===== config.mk =====
export PLATFORM = sky130hd
export DESIGN_NAME = tmss_seq
export DESIGN_NICKNAME = d
export VERILOG_FILES = /design/src/design/tmss_pkg.sv /design/src/design/tmss_timer.sv /design/src/design/tmss_seq.sv
export SDC_FILE = /design/constraint.sdc
export NUM_CORES = 1
export LEC_CHECK = 0
export BUFFER_PORTS_ARGS = -buffer_cell sky130_fd_sc_hd__buf_2
export CORE_UTILIZATION = 30
export CTS_CLUSTER_DIAMETER = 50
export DETAILED_ROUTE_END_ITERATION = 16
export GPL_TIMING_DRIVEN = 0
export SYNTH_ARGS = -nofsm -noshare
export SYNTH_HDL_FRONTEND = slang
export SYNTH_SLANG_ARGS = --single-unit

===== constraint.sdc =====
create_clock -name sys_clk -period 3.2 [get_ports sys_clk]
set_input_delay 0.32 -clock sys_clk [delete_from_list [all_inputs] [get_ports sys_clk]]
set_output_delay 0.32 -clock sys_clk [all_outputs]
set_load 0.02 [all_outputs]

===== src/design/tmss_pkg.sv =====
// Constants for the touch matrix scan sequencer
// Assumes a 100 MHz sys_clk
package tmss_pkg;
	localparam int          CLK_MHZ        = 100;
	localparam int          NUM_DRIVE      = 8;
	localparam int          NUM_RECV       = 2;
	localparam int          NUM_KEYS       = 16;
	localparam int          KEY_W          = 4;
	localparam int          BL_W           = 8;
	localparam int          MEAS_W         = 12;
	localparam logic [11:0] MEAS_MAX       = 12'hfff;
	// Cycle period and dwell time in their own units
	localparam int          CYCLE_PERIOD_MS = 16;
	localparam int          DWELL_NS        = 250;
	localparam int          CYCLE_CLKS      = CYCLE_PERIOD_MS * 1000 * 1000 / 10;
	localparam int          DWELL_CLKS      = (DWELL_NS * CLK_MHZ + 999) / 1000;
	localparam int          CLAMP_CLKS      = 25;
	localparam int          CNT_W           = 21;
	localparam logic [KEY_W-1:0] FIRST_KEY  = 4'h0;
endpackage


===== src/design/tmss_timer.sv =====
// Down counter giving a one-cycle done pulse after a loaded delay
// Assumes the same sys_clk and srst as the sequencer
`timescale 1ns/1ps
module tmss_timer (
	input  wire logic                      sys_clk,
	input  wire logic                      srst,
	input  wire logic                      load,
	input  wire logic [tmss_pkg::CNT_W-1:0] count,
	output logic                           done
);
	logic [tmss_pkg::CNT_W-1:0] cnt_reg;
	logic                       run_reg;

	always_ff @(posedge sys_clk) begin
		if (srst) begin
			cnt_reg <= '0;
			run_reg <= 1'b0;
		end else if (load) begin
			cnt_reg <= count;
			run_reg <= 1'b1;
		end else if (run_reg) begin
			cnt_reg <= cnt_reg - 1'b1;
			if (cnt_reg <= 21'h000001)
				run_reg <= 1'b0;
		end
	end

	assign done = run_reg && (cnt_reg == 21'h000001);
endmodule


===== src/design/tmss_seq.sv =====
// Touch matrix scan sequencer: drive bursts, clamp, ramp timing
// Assumes comparator input from the analog front end, asynchronous
`timescale 1ns/1ps
// Overview of operation
// - Scan one key at a time, each cycle starting at key 0.
// - Order: drives 0..7 on receive 0, then drives 0..7 on receive 1.
// - Key index is eight times receive line plus drive line.
// - Each key bursts its own pulse count setting.
// - Finish a burst, then convert and report before next key.
// - Keys with zero pulse count are skipped, no idle slot.
// - Cycles start every 16 ms; sleep once all keys are done.
// - Clamp receive line to ground on each pulse falling edge.
// - After burst clamp receive line, time ramp to zero crossing.
// - Each pulse high dwell lasts at least 250 ns.
module tmss_seq (
	input  wire logic                                             sys_clk,
	input  wire logic                                             srst,
	input  wire logic [tmss_pkg::NUM_KEYS*tmss_pkg::BL_W-1:0]     pulse_count_setting,
	input  wire logic                                             zero_cross,
	output logic      [tmss_pkg::NUM_DRIVE-1:0]                   drive_out,
	output logic      [tmss_pkg::NUM_RECV-1:0]                    recv_clamp,
	output logic      [tmss_pkg::KEY_W-1:0]                       result_key,
	output logic      [tmss_pkg::MEAS_W-1:0]                      result_value,
	output logic                                                  result_valid,
	output logic                                                  sleeping
);
	typedef enum logic [2:0] {TMSS_SLEEP, TMSS_PICK, TMSS_HIGH, TMSS_LOW,
		TMSS_CLAMP, TMSS_RAMP} tmss_state_e;

	// ==========================================
	// Input synchroniser
	logic zc_meta_reg;
	logic zc_sync_reg;
	always_ff @(posedge sys_clk) begin
		zc_meta_reg <= zero_cross;
		zc_sync_reg <= zc_meta_reg;
	end

	// ==========================================
	// State
	tmss_state_e                   state_reg;
	tmss_state_e                   state_next;
	logic [tmss_pkg::KEY_W-1:0]    key_reg;
	logic [tmss_pkg::BL_W-1:0]     pulses_reg;
	logic [tmss_pkg::MEAS_W-1:0]   meas_reg;
	logic [tmss_pkg::CNT_W-1:0]    cycle_reg;
	logic                          last_key_reg;

	function automatic logic [tmss_pkg::BL_W-1:0] key_bl(input logic [3:0] k);
		key_bl = pulse_count_setting[k*tmss_pkg::BL_W +: tmss_pkg::BL_W];
	endfunction

	// Key = 8*receive + drive, so low bits drive, top bit receive
	wire [2:0] drive_idx = key_reg[2:0];
	wire       recv_idx  = key_reg[3];
	wire       key_en    = key_bl(key_reg) != 8'h00;
	wire       cycle_tick = cycle_reg == 21'h000000;
	wire       at_last    = key_reg == 4'hf;
	wire       meas_full  = meas_reg == tmss_pkg::MEAS_MAX;

	// Phase timer for dwell and clamp lengths
	logic                       tmr_load;
	logic [tmss_pkg::CNT_W-1:0] tmr_count;
	logic                       tmr_done;
	tmss_timer u_timer (
		.sys_clk (sys_clk),
		.srst    (srst),
		.load    (tmr_load),
		.count   (tmr_count),
		.done    (tmr_done)
	);

	always_comb begin
		state_next = state_reg;
		tmr_load   = 1'b0;
		tmr_count  = 21'(tmss_pkg::DWELL_CLKS);
		unique case (state_reg)
			TMSS_SLEEP: if (cycle_tick) state_next = TMSS_PICK;
			TMSS_PICK: begin
				if (key_en) begin
					state_next = TMSS_HIGH;
					tmr_load   = 1'b1;
				end else if (at_last) begin
					state_next = TMSS_SLEEP;
				end
			end
			TMSS_HIGH: if (tmr_done) begin
				state_next = TMSS_LOW;
				tmr_load   = 1'b1;
				tmr_count  = 21'(tmss_pkg::CLAMP_CLKS);
			end
			TMSS_LOW: if (tmr_done) begin
				tmr_load = 1'b1;
				if (pulses_reg == 8'h01) begin
					state_next = TMSS_CLAMP;
					tmr_count  = 21'(tmss_pkg::CLAMP_CLKS);
				end else begin
					state_next = TMSS_HIGH;
				end
			end
			TMSS_CLAMP: if (tmr_done) state_next = TMSS_RAMP;
			TMSS_RAMP: if (zc_sync_reg || meas_full)
				state_next = last_key_reg ? TMSS_SLEEP : TMSS_PICK;
			default: state_next = TMSS_SLEEP;
		endcase
	end

	// ==========================================
	// Sequencing registers
	always_ff @(posedge sys_clk) begin
		if (srst) begin
			state_reg    <= TMSS_SLEEP;
			key_reg      <= tmss_pkg::FIRST_KEY;
			pulses_reg   <= 8'h00;
			meas_reg     <= 12'h000;
			last_key_reg <= 1'b0;
			cycle_reg    <= 21'h000000;
		end else begin
			state_reg <= state_next;
			cycle_reg <= cycle_tick ? 21'(tmss_pkg::CYCLE_CLKS - 1)
				: cycle_reg - 21'h000001;
			if (state_reg == TMSS_SLEEP)
				key_reg <= tmss_pkg::FIRST_KEY;
			else if (state_reg == TMSS_PICK && !key_en && !at_last)
				key_reg <= key_reg + 4'h1;
			else if (state_reg == TMSS_RAMP && state_next == TMSS_PICK)
				key_reg <= key_reg + 4'h1;
			if (state_reg == TMSS_PICK) begin
				pulses_reg   <= key_bl(key_reg);
				last_key_reg <= at_last;
			end else if (state_reg == TMSS_LOW && tmr_done)
				pulses_reg <= pulses_reg - 8'h01;
			if (state_reg == TMSS_CLAMP)
				meas_reg <= 12'h000;
			else if (state_reg == TMSS_RAMP && !meas_full)
				meas_reg <= meas_reg + 12'h001;
		end
	end

	// ==========================================
	// Outputs
	always_ff @(posedge sys_clk) begin
		if (srst) begin
			drive_out    <= 8'h00;
			recv_clamp   <= 2'h0;
			result_key   <= 4'h0;
			result_value <= 12'h000;
			result_valid <= 1'b0;
			sleeping     <= 1'b1;
		end else begin
			drive_out  <= (state_next == TMSS_HIGH) ? (8'h01 << drive_idx) : 8'h00;
			recv_clamp <= (state_next == TMSS_LOW || state_next == TMSS_CLAMP)
				? (recv_idx ? 2'h2 : 2'h1) : 2'h0;
			sleeping     <= state_next == TMSS_SLEEP;
			result_valid <= state_reg == TMSS_RAMP && state_next != TMSS_RAMP;
			if (state_reg == TMSS_RAMP && state_next != TMSS_RAMP) begin
				result_key   <= key_reg;
				result_value <= meas_reg;
			end
		end
	end
endmodule


After elaboration in Yosys (flattened, before gate mapping)
Index checks and enable logic that the tools add are counted.

Register bits after elaboration: 101. Input port bits: 131. Output and inout port bits: 28. Word-level logic and storage cells: 92.

Add/sub/neg operators: 5. $lt $le $gt $ge: 1. Equal/unequal tests: 14. Shift operators: 2. Muxes and demuxes: 24. Bitwise operators: 2. Reductions and logical operators: 26.

Operators by type and width (number): $shiftx A128 B8 Y8 (1); $sub A21 B1 Y21 const B (2); $mux W3 (8); $eq A21 B1 Y1 const B (1); $le A21 B1 Y1 const B (1); $logic_not A21 Y1 (1); $mux W21 (1); $pmux W3 S6 (1); $mux W8 (2); $reduce_or A2 Y1 (7); $add A12 B1 Y12 const B (1); $eq A12 B12 Y1 const B (1); $eq A3 B2 Y1 const B (4); $mux W5 (2); $eq A3 B3 Y1 const B (3); $eq A8 B1 Y1 const B (1); $mux W4 (2); $reduce_bool A8 Y1 (1); $shl A1 B3 Y8 const A (1); $sub A8 B1 Y8 const B (1); $logic_and A1 B1 Y1 (7); $eq A3 B1 Y1 const B (2); $logic_not A3 Y1 (2); $mux W1 (6); 9 further kinds (15).

Depth between registers and ports, before layout
Gate-level depths: netlist (run 1).

Word-level depth: 8. Gate-level depth with buffers: 11. Gate-level depth less buffers: 9.

By module
From an unflattened synthesis (run 1), not the netlist that was laid out.

Cell total of the unflattened synthesis: 609. Area total of the unflattened synthesis: 5786.8 sq um.

Modules (own cells, without submodules): tmss_seq (instances 1, cells an instance 464, area an instance 4574.4 sq um, sequential area each 1581.5 sq um); tmss_timer (instances 1, cells an instance 145, area an instance 1212.4 sq um, sequential area each 440.4 sq um).

Least setup slack after synthesis (run 1)
No wires, ideal clock.

Path kind: flip-flop to flip-flop. Start point: reg cycle_reg[0] (netlist bit). End point: reg cycle_reg[10] (netlist bit). Library setup time: 116 ps. Arrival: 2526 ps. Required time: 3084 ps. Path slack: 558 ps. Stages on the path, launching flop included: 10. Path buffers: 1. Period minus slack after synthesis: 2642 ps. Path through: dfxtp_1 inv_1 ha_1 or3b_2 or4_4 nor3_2 or4b_1 buf_2 nand2b_2 nor2_1.

Cells in the longest elaborated chain, start to end: 2. Elaborated cells on any way between the ends: 3.

Ends and longest elaborated chain: start, declared (RTL line tmss_seq.sv:46) `logic [tmss_pkg::CNT_W-1:0] cycle_reg;`; start signal, assigned (RTL line tmss_seq.sv:120) `cycle_reg <= cycle_tick ? 21'(tmss_pkg::CYCLE_CLKS - 1)`; branches (longest 2 deep; another with $sub A21 B1 Y21).

Several ways; the timed one is not identified. A chain may end at the register's enable or synchronous reset.

Worst setup path in the final report (run 1)
Start point: reg key_reg[1] (netlist bit). End point: reg recv_clamp[0] (netlist bit).

Cells in the longest elaborated chain, start to end: 8. Elaborated cells on any way between the ends: 11.

Ends and longest elaborated chain: start, declared (RTL line tmss_seq.sv:43) `logic [tmss_pkg::KEY_W-1:0] key_reg;`; start signal, assigned (RTL line tmss_seq.sv:113) `key_reg <= tmss_pkg::FIRST_KEY;`; start signal, assigned (RTL line tmss_seq.sv:123) `key_reg <= tmss_pkg::FIRST_KEY;`; start signal, assigned (RTL line tmss_seq.sv:125) `key_reg <= key_reg + 4'h1;`; $shiftx A128 B8 Y8 / $eq A4 B4 Y1 (equally long branches) (RTL line tmss_seq.sv:50, tmss_seq.sv:58); $reduce_bool A8 Y1 / $mux W3 (equally long branches) (RTL line tmss_seq.sv:56, tmss_seq.sv:83); $mux W3 (*) (RTL line tmss_seq.sv:80) `if (key_en) begin`; $pmux W3 S6 (*) (RTL line tmss_seq.sv:77) `unique case (state_reg)`; $eq A3 B2 Y1 / $eq A3 B3 Y1 (equally long branches) (RTL line tmss_seq.sv:152) `recv_clamp <= (state_next == TMSS_LOW || state_next == TMSS_CLAMP)`; $logic_or A1 B1 Y1 (*) (RTL line tmss_seq.sv:152); $not A1 Y1 (no line) (*); $reduce_or A2 Y1 (no line) (*); end signal, assigned (RTL line tmss_seq.sv:152); end, declared (RTL line tmss_seq.sv:21) `output logic [tmss_pkg::NUM_RECV-1:0] recv_clamp,`.

Every way passes the cells marked *; elsewhere a longest branch is shown, timed or not.

==> results of run 1 <==
-- through the flow --
step | util, % | std cells | cell area (µm²) | setup WS [ps]
6_report | 38.42 | 990 | 6948 | 193.2
5_1_grt | 38.42 | 990 | 6948 | 1.179
4_1_cts | 38.37 | 990 | 6940 | 74.54
3_5_place_dp | 36.78 | 975 | 6653 | 96.26
3_3_place_gp | 36.78 | 975 | 6653 | 68.16
2_1_floorplan | - | 589 | 5580 | 558.2
-- worst paths after layout --
check	start	endpoint	slack, ps	cells past startpoint
hold / removal	zero_cross	zc_meta_reg	60	1
setup reg to reg	key_reg[1]	recv_clamp[0]	190	9
hold reg to reg	zc_meta_reg	zc_sync_reg	370	0
setup / recovery	key_reg[1]	recv_clamp[0]	190	9
-- what timing repair did --
item | CTS | global route
setup endpoints to repair | 0 | 10
gates resized for setup | 0 | 1
setup buffers | 0 | 0
-- Yosys cell counts, drive strengths merged, types with 3 or more instances --
master,instances
dfxtp,101
nor2,93
mux2i,35
nand2,32
a21oi,30
mux4,28
xnor2,28
nand3,23
nor3,21
clkbuf,17
inv,15
buf,14
nor4,14
xor2,14
o21ai,13
and2,12
or3,12
ha,10
nand2b,7
mux2,6
a31oi,5
o211ai,5
or4,5
a211oi,4
nand4,4
o31ai,4
o41ai,4
and3,3
nand3b,3
or2,3
-- worst reg2reg max path, delay by kind of cell (launching register included) --
family        cells  cell delay [ps]
buf+inv           2              380
simple gates      3              650
mux               4             1440
flops             1              430
-- area by class of cell --
class                      count  area, µm²
buffer                        31      162.7
clock buffer                   9      225.2
clock inverter                 6      62.56
fill                        1823      11140
inverter                      16      60.06
multi-input combinational    441       3343
sequential                   101       2022
tap                          229      286.5
timing repair buffer         157      785.8
-- where the power goes --
group | internal (µW) | switching, µW
clock | 602 | 479
sequential | 1450 | 165
combinational | 578 | 752
total | 2630 | 1400
-- cells in the final DEF (no fill, tap or decap), types with 4 or more instances in the layout --
master     instances
or3_1             12
buf_2            164
a21oi_1           30
ha_1              10
xnor2_1           28
o21ai_0           13
nor2_1            93
and2_1            12
inv_1             14
clkbuf_16          9
xor2_1            14
mux2i_1           34
buf_6              4
nand4_1            4
mux2_2             6
nand2b_1           6
dfxtp_1          101
nand2_1           32
o211ai_1           5
clkbuf_1          17
mux4_2            25
nor4_1            12
nor3_1            19
nand3_1           23
a31oi_1            5
-- cell families after synthesis --
kind of cell / Yosys count / synth area share, %
AO/OA/AOI/OAI: 77 / 9.462
AND/OR/NAND/NOR: 243 / 22.42
adder cells (fa/ha/maj): 10 / 2.242
buffers and inverters: 47 / 3.991
flip-flops: 101 / 36.23
multiplexers: 69 / 19.06
XOR/XNOR: 42 / 6.592
-- routing by layer --
layer | vias up | track usage [%] | part of all wire, % | wire length, µm
met5 | - | 0 | 0 | 0
met4 | 0 | 6.978 | 2.0 | 283
met3 | 22 | 3.291 | 4.1 | 568
met2 | 107 | 25.54 | 49 | 6865
met1 | 2268 | 18.82 | 45 | 6274
li1 | 2462 | - | - | -
==> key figures, run 1 <==
Synthesis
  – Sequential fraction of the synthesis area: 36.23%
  – Largest cells by area after synthesis: dfxtp_1 36%, mux4_2 10%, nor2_1 6.3%
  – Main synth FF type: dfxtp_1
  – Synth Register Bits: 101
  – Syn. warnings: 0
  – Yosys top cell area share: 36.23%
  – Synth Area per Inst: ~9.5 µm²
  – Syn Nets: 730
  – Leading area contributor after synthesis: dfxtp_1
  – FFs w/ async S/R, synth: 0%
  – Post-Syn Area: around 0.0056 mm²
  – Netlist cell types: 65
  – Post-Syn Instances: 589
  – EDFF count, synth: 0

Worst setup path
  – Setup crit end kind: flip-flop
  – WP buf/inv: 2
  – CP arrival: 3240 ps
  – CP delay by family, top: multiplexers
  – Setup CP Type: reg2reg
  – Critical path fanouts, max: 10
  – Max incr delay on CP: between 500 and 600 ps
  – Worst Setup Start Kind: flip-flop
  – Worst-path cell chain: buf_6 > buf_6 > mux4_1 > mux2_2 > nor4_4 > mux2i_2 > nor3_2 > nor2_1 > mux2_2
  – Slowest CP cell: mux4_1
  – WP data required: 3430 ps

Clock tree
  – Clk buf depth: 2
  – Cts hold-fix bufs: 0
  – H-tree depth: 3
  – CTS clk-pin slew, worst paths: 70 ps
  – Num Clock Sinks: 101
  – CTS root buf: clkbuf_16
  – CTS tree: yes
  – Clk_lat worst skew: between 300 and 400 ps
  – CTS buffer count: 9

STA
  – Max Slew Vio Count: 0
  – Setup Skew: 3.458 ps
  – # setup viols final: 0
  – Final hold vios: 0
  – Slew of the pin with the lowest slew margin: 860.7 ps
  – RSZ-0062 raised after global routing: false
  – Fmax: about 330 MHz
  – Hold Slack: 62.93 ps
  – Minimum clock period: 3007 ps
  – Setup tns final: 0 ps
  – Final Cycle Share: 93.96%
  – Slew Limit Headroom: 42.09%

Outcome
  – Failing checks: DRC
  – Status: complete, but fails checks

Detailed routing
  – Routed Antenna Nets: 0
  – Wire per inst: 14.13 µm
  – Initial DRC Count: 199
  – DR pass1 iterations: 10
  – Final wirelength: 13.99 mm
  – Vias post-DR: 4859
  – Routed vias/inst: around 4.9
  – DRC errors left: 8

Die
  – Die Area: 0.01915 mm²
  – Row Count: 49
  – Chip width: 138.4 µm
  – Die Height: 138.4 µm
  – I/O pin cnt: 159
  – Core box area: 0.01809 mm²
  – Initial Util: 30.85%

Placement
  – Hpwl dp: between 10 and 15 mm
  – IO buf count: 157
  – Placer Congestion: 0.8386

Min path
  – Hold crit path type: in2reg

Job
  – Max cap viols: 0

GRT
  – First-pass GRT wire length: 23.38 mm
  – Total gr overflow: 0
  – Largest net degree at the start of global routing: 17
  – Initial antenna violation count: 0
  – Vias in the first global route: ~4800
  – GRT Util Overall: 15.28%

Pwr
  – Pleak: 0.002938 µW
  – Worst VDD drop: roughly 0.00031 V
  – Tot Pwr: 4029 µW
  – Pwr dens: 579.9 mW/mm²

Finish
  – N_diodes: 0
  – Area Growth Syn to Fin: 24.51%
  – Share of layout cells above drive strength 1: 31.27%
  – Nets: between 800 and 900
Power figures use the tool's default switching activity.
==> run 2: changes to the inputs <==
--- a/config.mk
+++ b/config.mk
@@ -6,10 +6,12 @@
 export NUM_CORES = 1
 export LEC_CHECK = 0
 export BUFFER_PORTS_ARGS = -buffer_cell sky130_fd_sc_hd__buf_2
-export CORE_UTILIZATION = 30
+export CORE_UTILIZATION = 53
 export CTS_CLUSTER_DIAMETER = 50
 export DETAILED_ROUTE_END_ITERATION = 16
 export GPL_TIMING_DRIVEN = 0
+export PLACE_DENSITY = 0.81
+export REMOVE_ABC_BUFFERS = 1
 export SYNTH_ARGS = -nofsm -noshare
 export SYNTH_HDL_FRONTEND = slang
 export SYNTH_SLANG_ARGS = --single-unit
==> run 2 against run 1 <==
  * The run now ends clean
  * Register-to-register slack got worse by 30 ps
  * Clock-buffer cell count rose by 7
  * Via count rose by 2.6%
  * Total power fell by 7.0%
==> key figures, run 2 (synthesis results as in run 1) <==
Outcome
  – Status: completed

Detailed routing
  – DRC errors left: 0 (-8)
  – DR pass1 iterations: 4 (-6)
  – Routed vias/inst: 5.692 (+16%)
  – Vias post-DR: 4986 (+2.6%)
  – Wire per inst: 15.63 µm (+11%)
  – Routed Antenna Nets: 0 (unchanged)
  – Final wirelength: 13.69 mm (-2.1%)
  – Initial DRC Count: 224 (+13%)

Clock tree
  – Clk buf depth: 2 (unchanged)
  – Num Clock Sinks: 101 (unchanged)
  – Cts hold-fix bufs: 0 (unchanged)
  – CTS clk-pin slew, worst paths: 90 ps (+20 ps)
  – CTS buffer count: 9 (unchanged)
  – CTS tree: yes
  – Cts repair resizes: 0 (unchanged)
  – Post-CTS setup buffers: 0 (unchanged)
  – CTS root buf: clkbuf_8
  – H-tree depth: 3 (unchanged)
  – Clk_lat worst skew: 370 ps (+20 ps)

Die
  – Die Area: 0.01094 mm² (-43%)
  – Core box area: 0.01028 mm² (-43%)
  – Row Count: 37 (-24%)
  – Initial Util: 54.30% (+23 points)
  – Chip width: 104.6 µm (-24%)
  – Die Height: 104.6 µm (-24%)
  – I/O pin cnt: 159 (unchanged)

Finish
  – Most frequent cells in the layout: 158 x buf_2, 99 x dfxtp_1, 93 x nor2_1
  – Final Instance Count excl. Fillers: 876 (-12%)
  – Reg area: 0.002027 mm² (+0.25%)
  – Leading cell type in the layout, fill and taps excluded: buf_2
  – Area Growth Syn to Fin: 19.46%
  – Share of layout cells above drive strength 1: 31.52% (+0.25 points)
  – Design area: 0.006666 mm² (-4.1%)
  – Filler Cell Count: 870 (-52%)
  – Multi-input logic area: 0.003347 mm² (+0.11%)
  – Nets: 872 (-2.9%)

STA
  – Final Cycle Share: 94.81% (+0.84 points)
  – Final hold vios: 0 (unchanged)
  – Slew Limit Headroom: 32.99% (-9.1 points)
  – RSZ-0062 raised after global routing: false
  – Slew of the pin with the lowest slew margin: 1005 ps (+144.3 ps)
  – Setup Skew: 8.205 ps (+4.747 ps)
  – Minimum clock period: 3034 ps (+27.03 ps)
  – # setup viols final: 0 (unchanged)
  – Max Slew Vio Count: 0 (unchanged)
  – Fmax: 329.6 MHz (-0.89%)

GRT
  – Largest net degree at the start of global routing: 56 (+39)
  – Total gr overflow: 0 (unchanged)
  – Vias in the first global route: 4749 (-0.36%)
  – Initial antenna violation count: 3 (+3)
  – First-pass GRT wire length: 21.30 mm (-8.9%)
  – GRT Util Overall: 24.37% (+9.1 points)

Worst setup path
  – Critical path fanouts, max: 18 (+8)
  – WP data required: 3490 ps (+60 ps)
  – Setup CP Type: reg2reg
  – Setup slack, reg-to-reg: 170 ps (-30 ps)
  – CP arrival: 3320 ps (+80 ps)
  – Setup crit end kind: flip-flop
  – Worst Setup Start Kind: flip-flop

Placement
  – Dpl cell area: 0.006420 mm² (-3.5%)
  – Hpwl dp: 10.24 mm (-8.3%)
  – Placer Congestion: 0.9220 (+9.9%)
  – IO buf count: 158 (+0.64%)
  – Inst Count DP: 854 (-12%)

Job
  – Max cap viols: 0 (unchanged)

Pwr
  – Pwr dens: 562.0 mW/mm² (-3.1%)
  – Pleak: 0.002828 µW (-3.7%)
  – Worst VDD drop: 0.0002983 V (-4.6%)

Min path
  – Hold crit path type: in2reg
run 2: cell count changes in the layout (fill, tap and decap cells not counted), sizes merged:
cell      delta
inv          -2
clkinv       -4
diode        +4
clkinvlp     +2
bufinv       -1
clkbuf       -9
buf         -11
run 2: cell type report:
cell class              count  share of cell area [%]
multi-input cells         441                   50.21
flip-flops and latches    101                   30.41
repair buffers            161                   12.76
clock buffers              16                   2.853
well taps                 136                   2.553
inverters                  16                  0.9572
diodes                      4                  0.1502
repair inverters            1                  0.1126
run 2: critical path, stage by stage (launching register included):
cell and delay (ps):
dfxtp_2 500, buf_12 210, mux4_1 570, mux2_2 320, nor4_4 260, mux2i_2 180
o31ai_4 390, nand3b_4 250, a211oi_2 250
run 2: path summary, 6_finish.rpt:
check,startpoint,endpoint,cells past startpoint
hold reg to reg,zc_meta_reg,zc_sync_reg,0
hold / removal,zero_cross,zc_meta_reg,1
setup / recovery,key_reg[1],u_timer.cnt_reg[1],8
setup reg to reg,key_reg[1],u_timer.cnt_reg[1],8
run 2: where the power goes:
part           total [µW]  internal, µW  switching, µW
Sequential           1640          1450            188
Combinational        1330           557            769
Clock                 781           370            411
run 2: per-stage QoR:
step	worst slack, ps	utilization [%]	TNS, ps	hold slack (ps)	total power, µW
after floorplan	-459.7	-	-13660	309.6	2616
after global placement	-879.2	62.06	-30340	315.6	2887
after detailed placement	145.9	62.47	0	316.8	2965
after CTS	116.0	64.32	0	46.93	3739
after global routing	2.855	64.86	0	45.88	3981
final	166.2	64.86	0	60.21	3747
run 2: metal layers:
layer	vias to the layer above	track usage (%)	routed length, µm
li1	2412	-	-
met1	2367	26.58	5303
met2	170	45.32	7339
met3	37	3.681	570
met4	0	12.78	480
met5	-	0	0
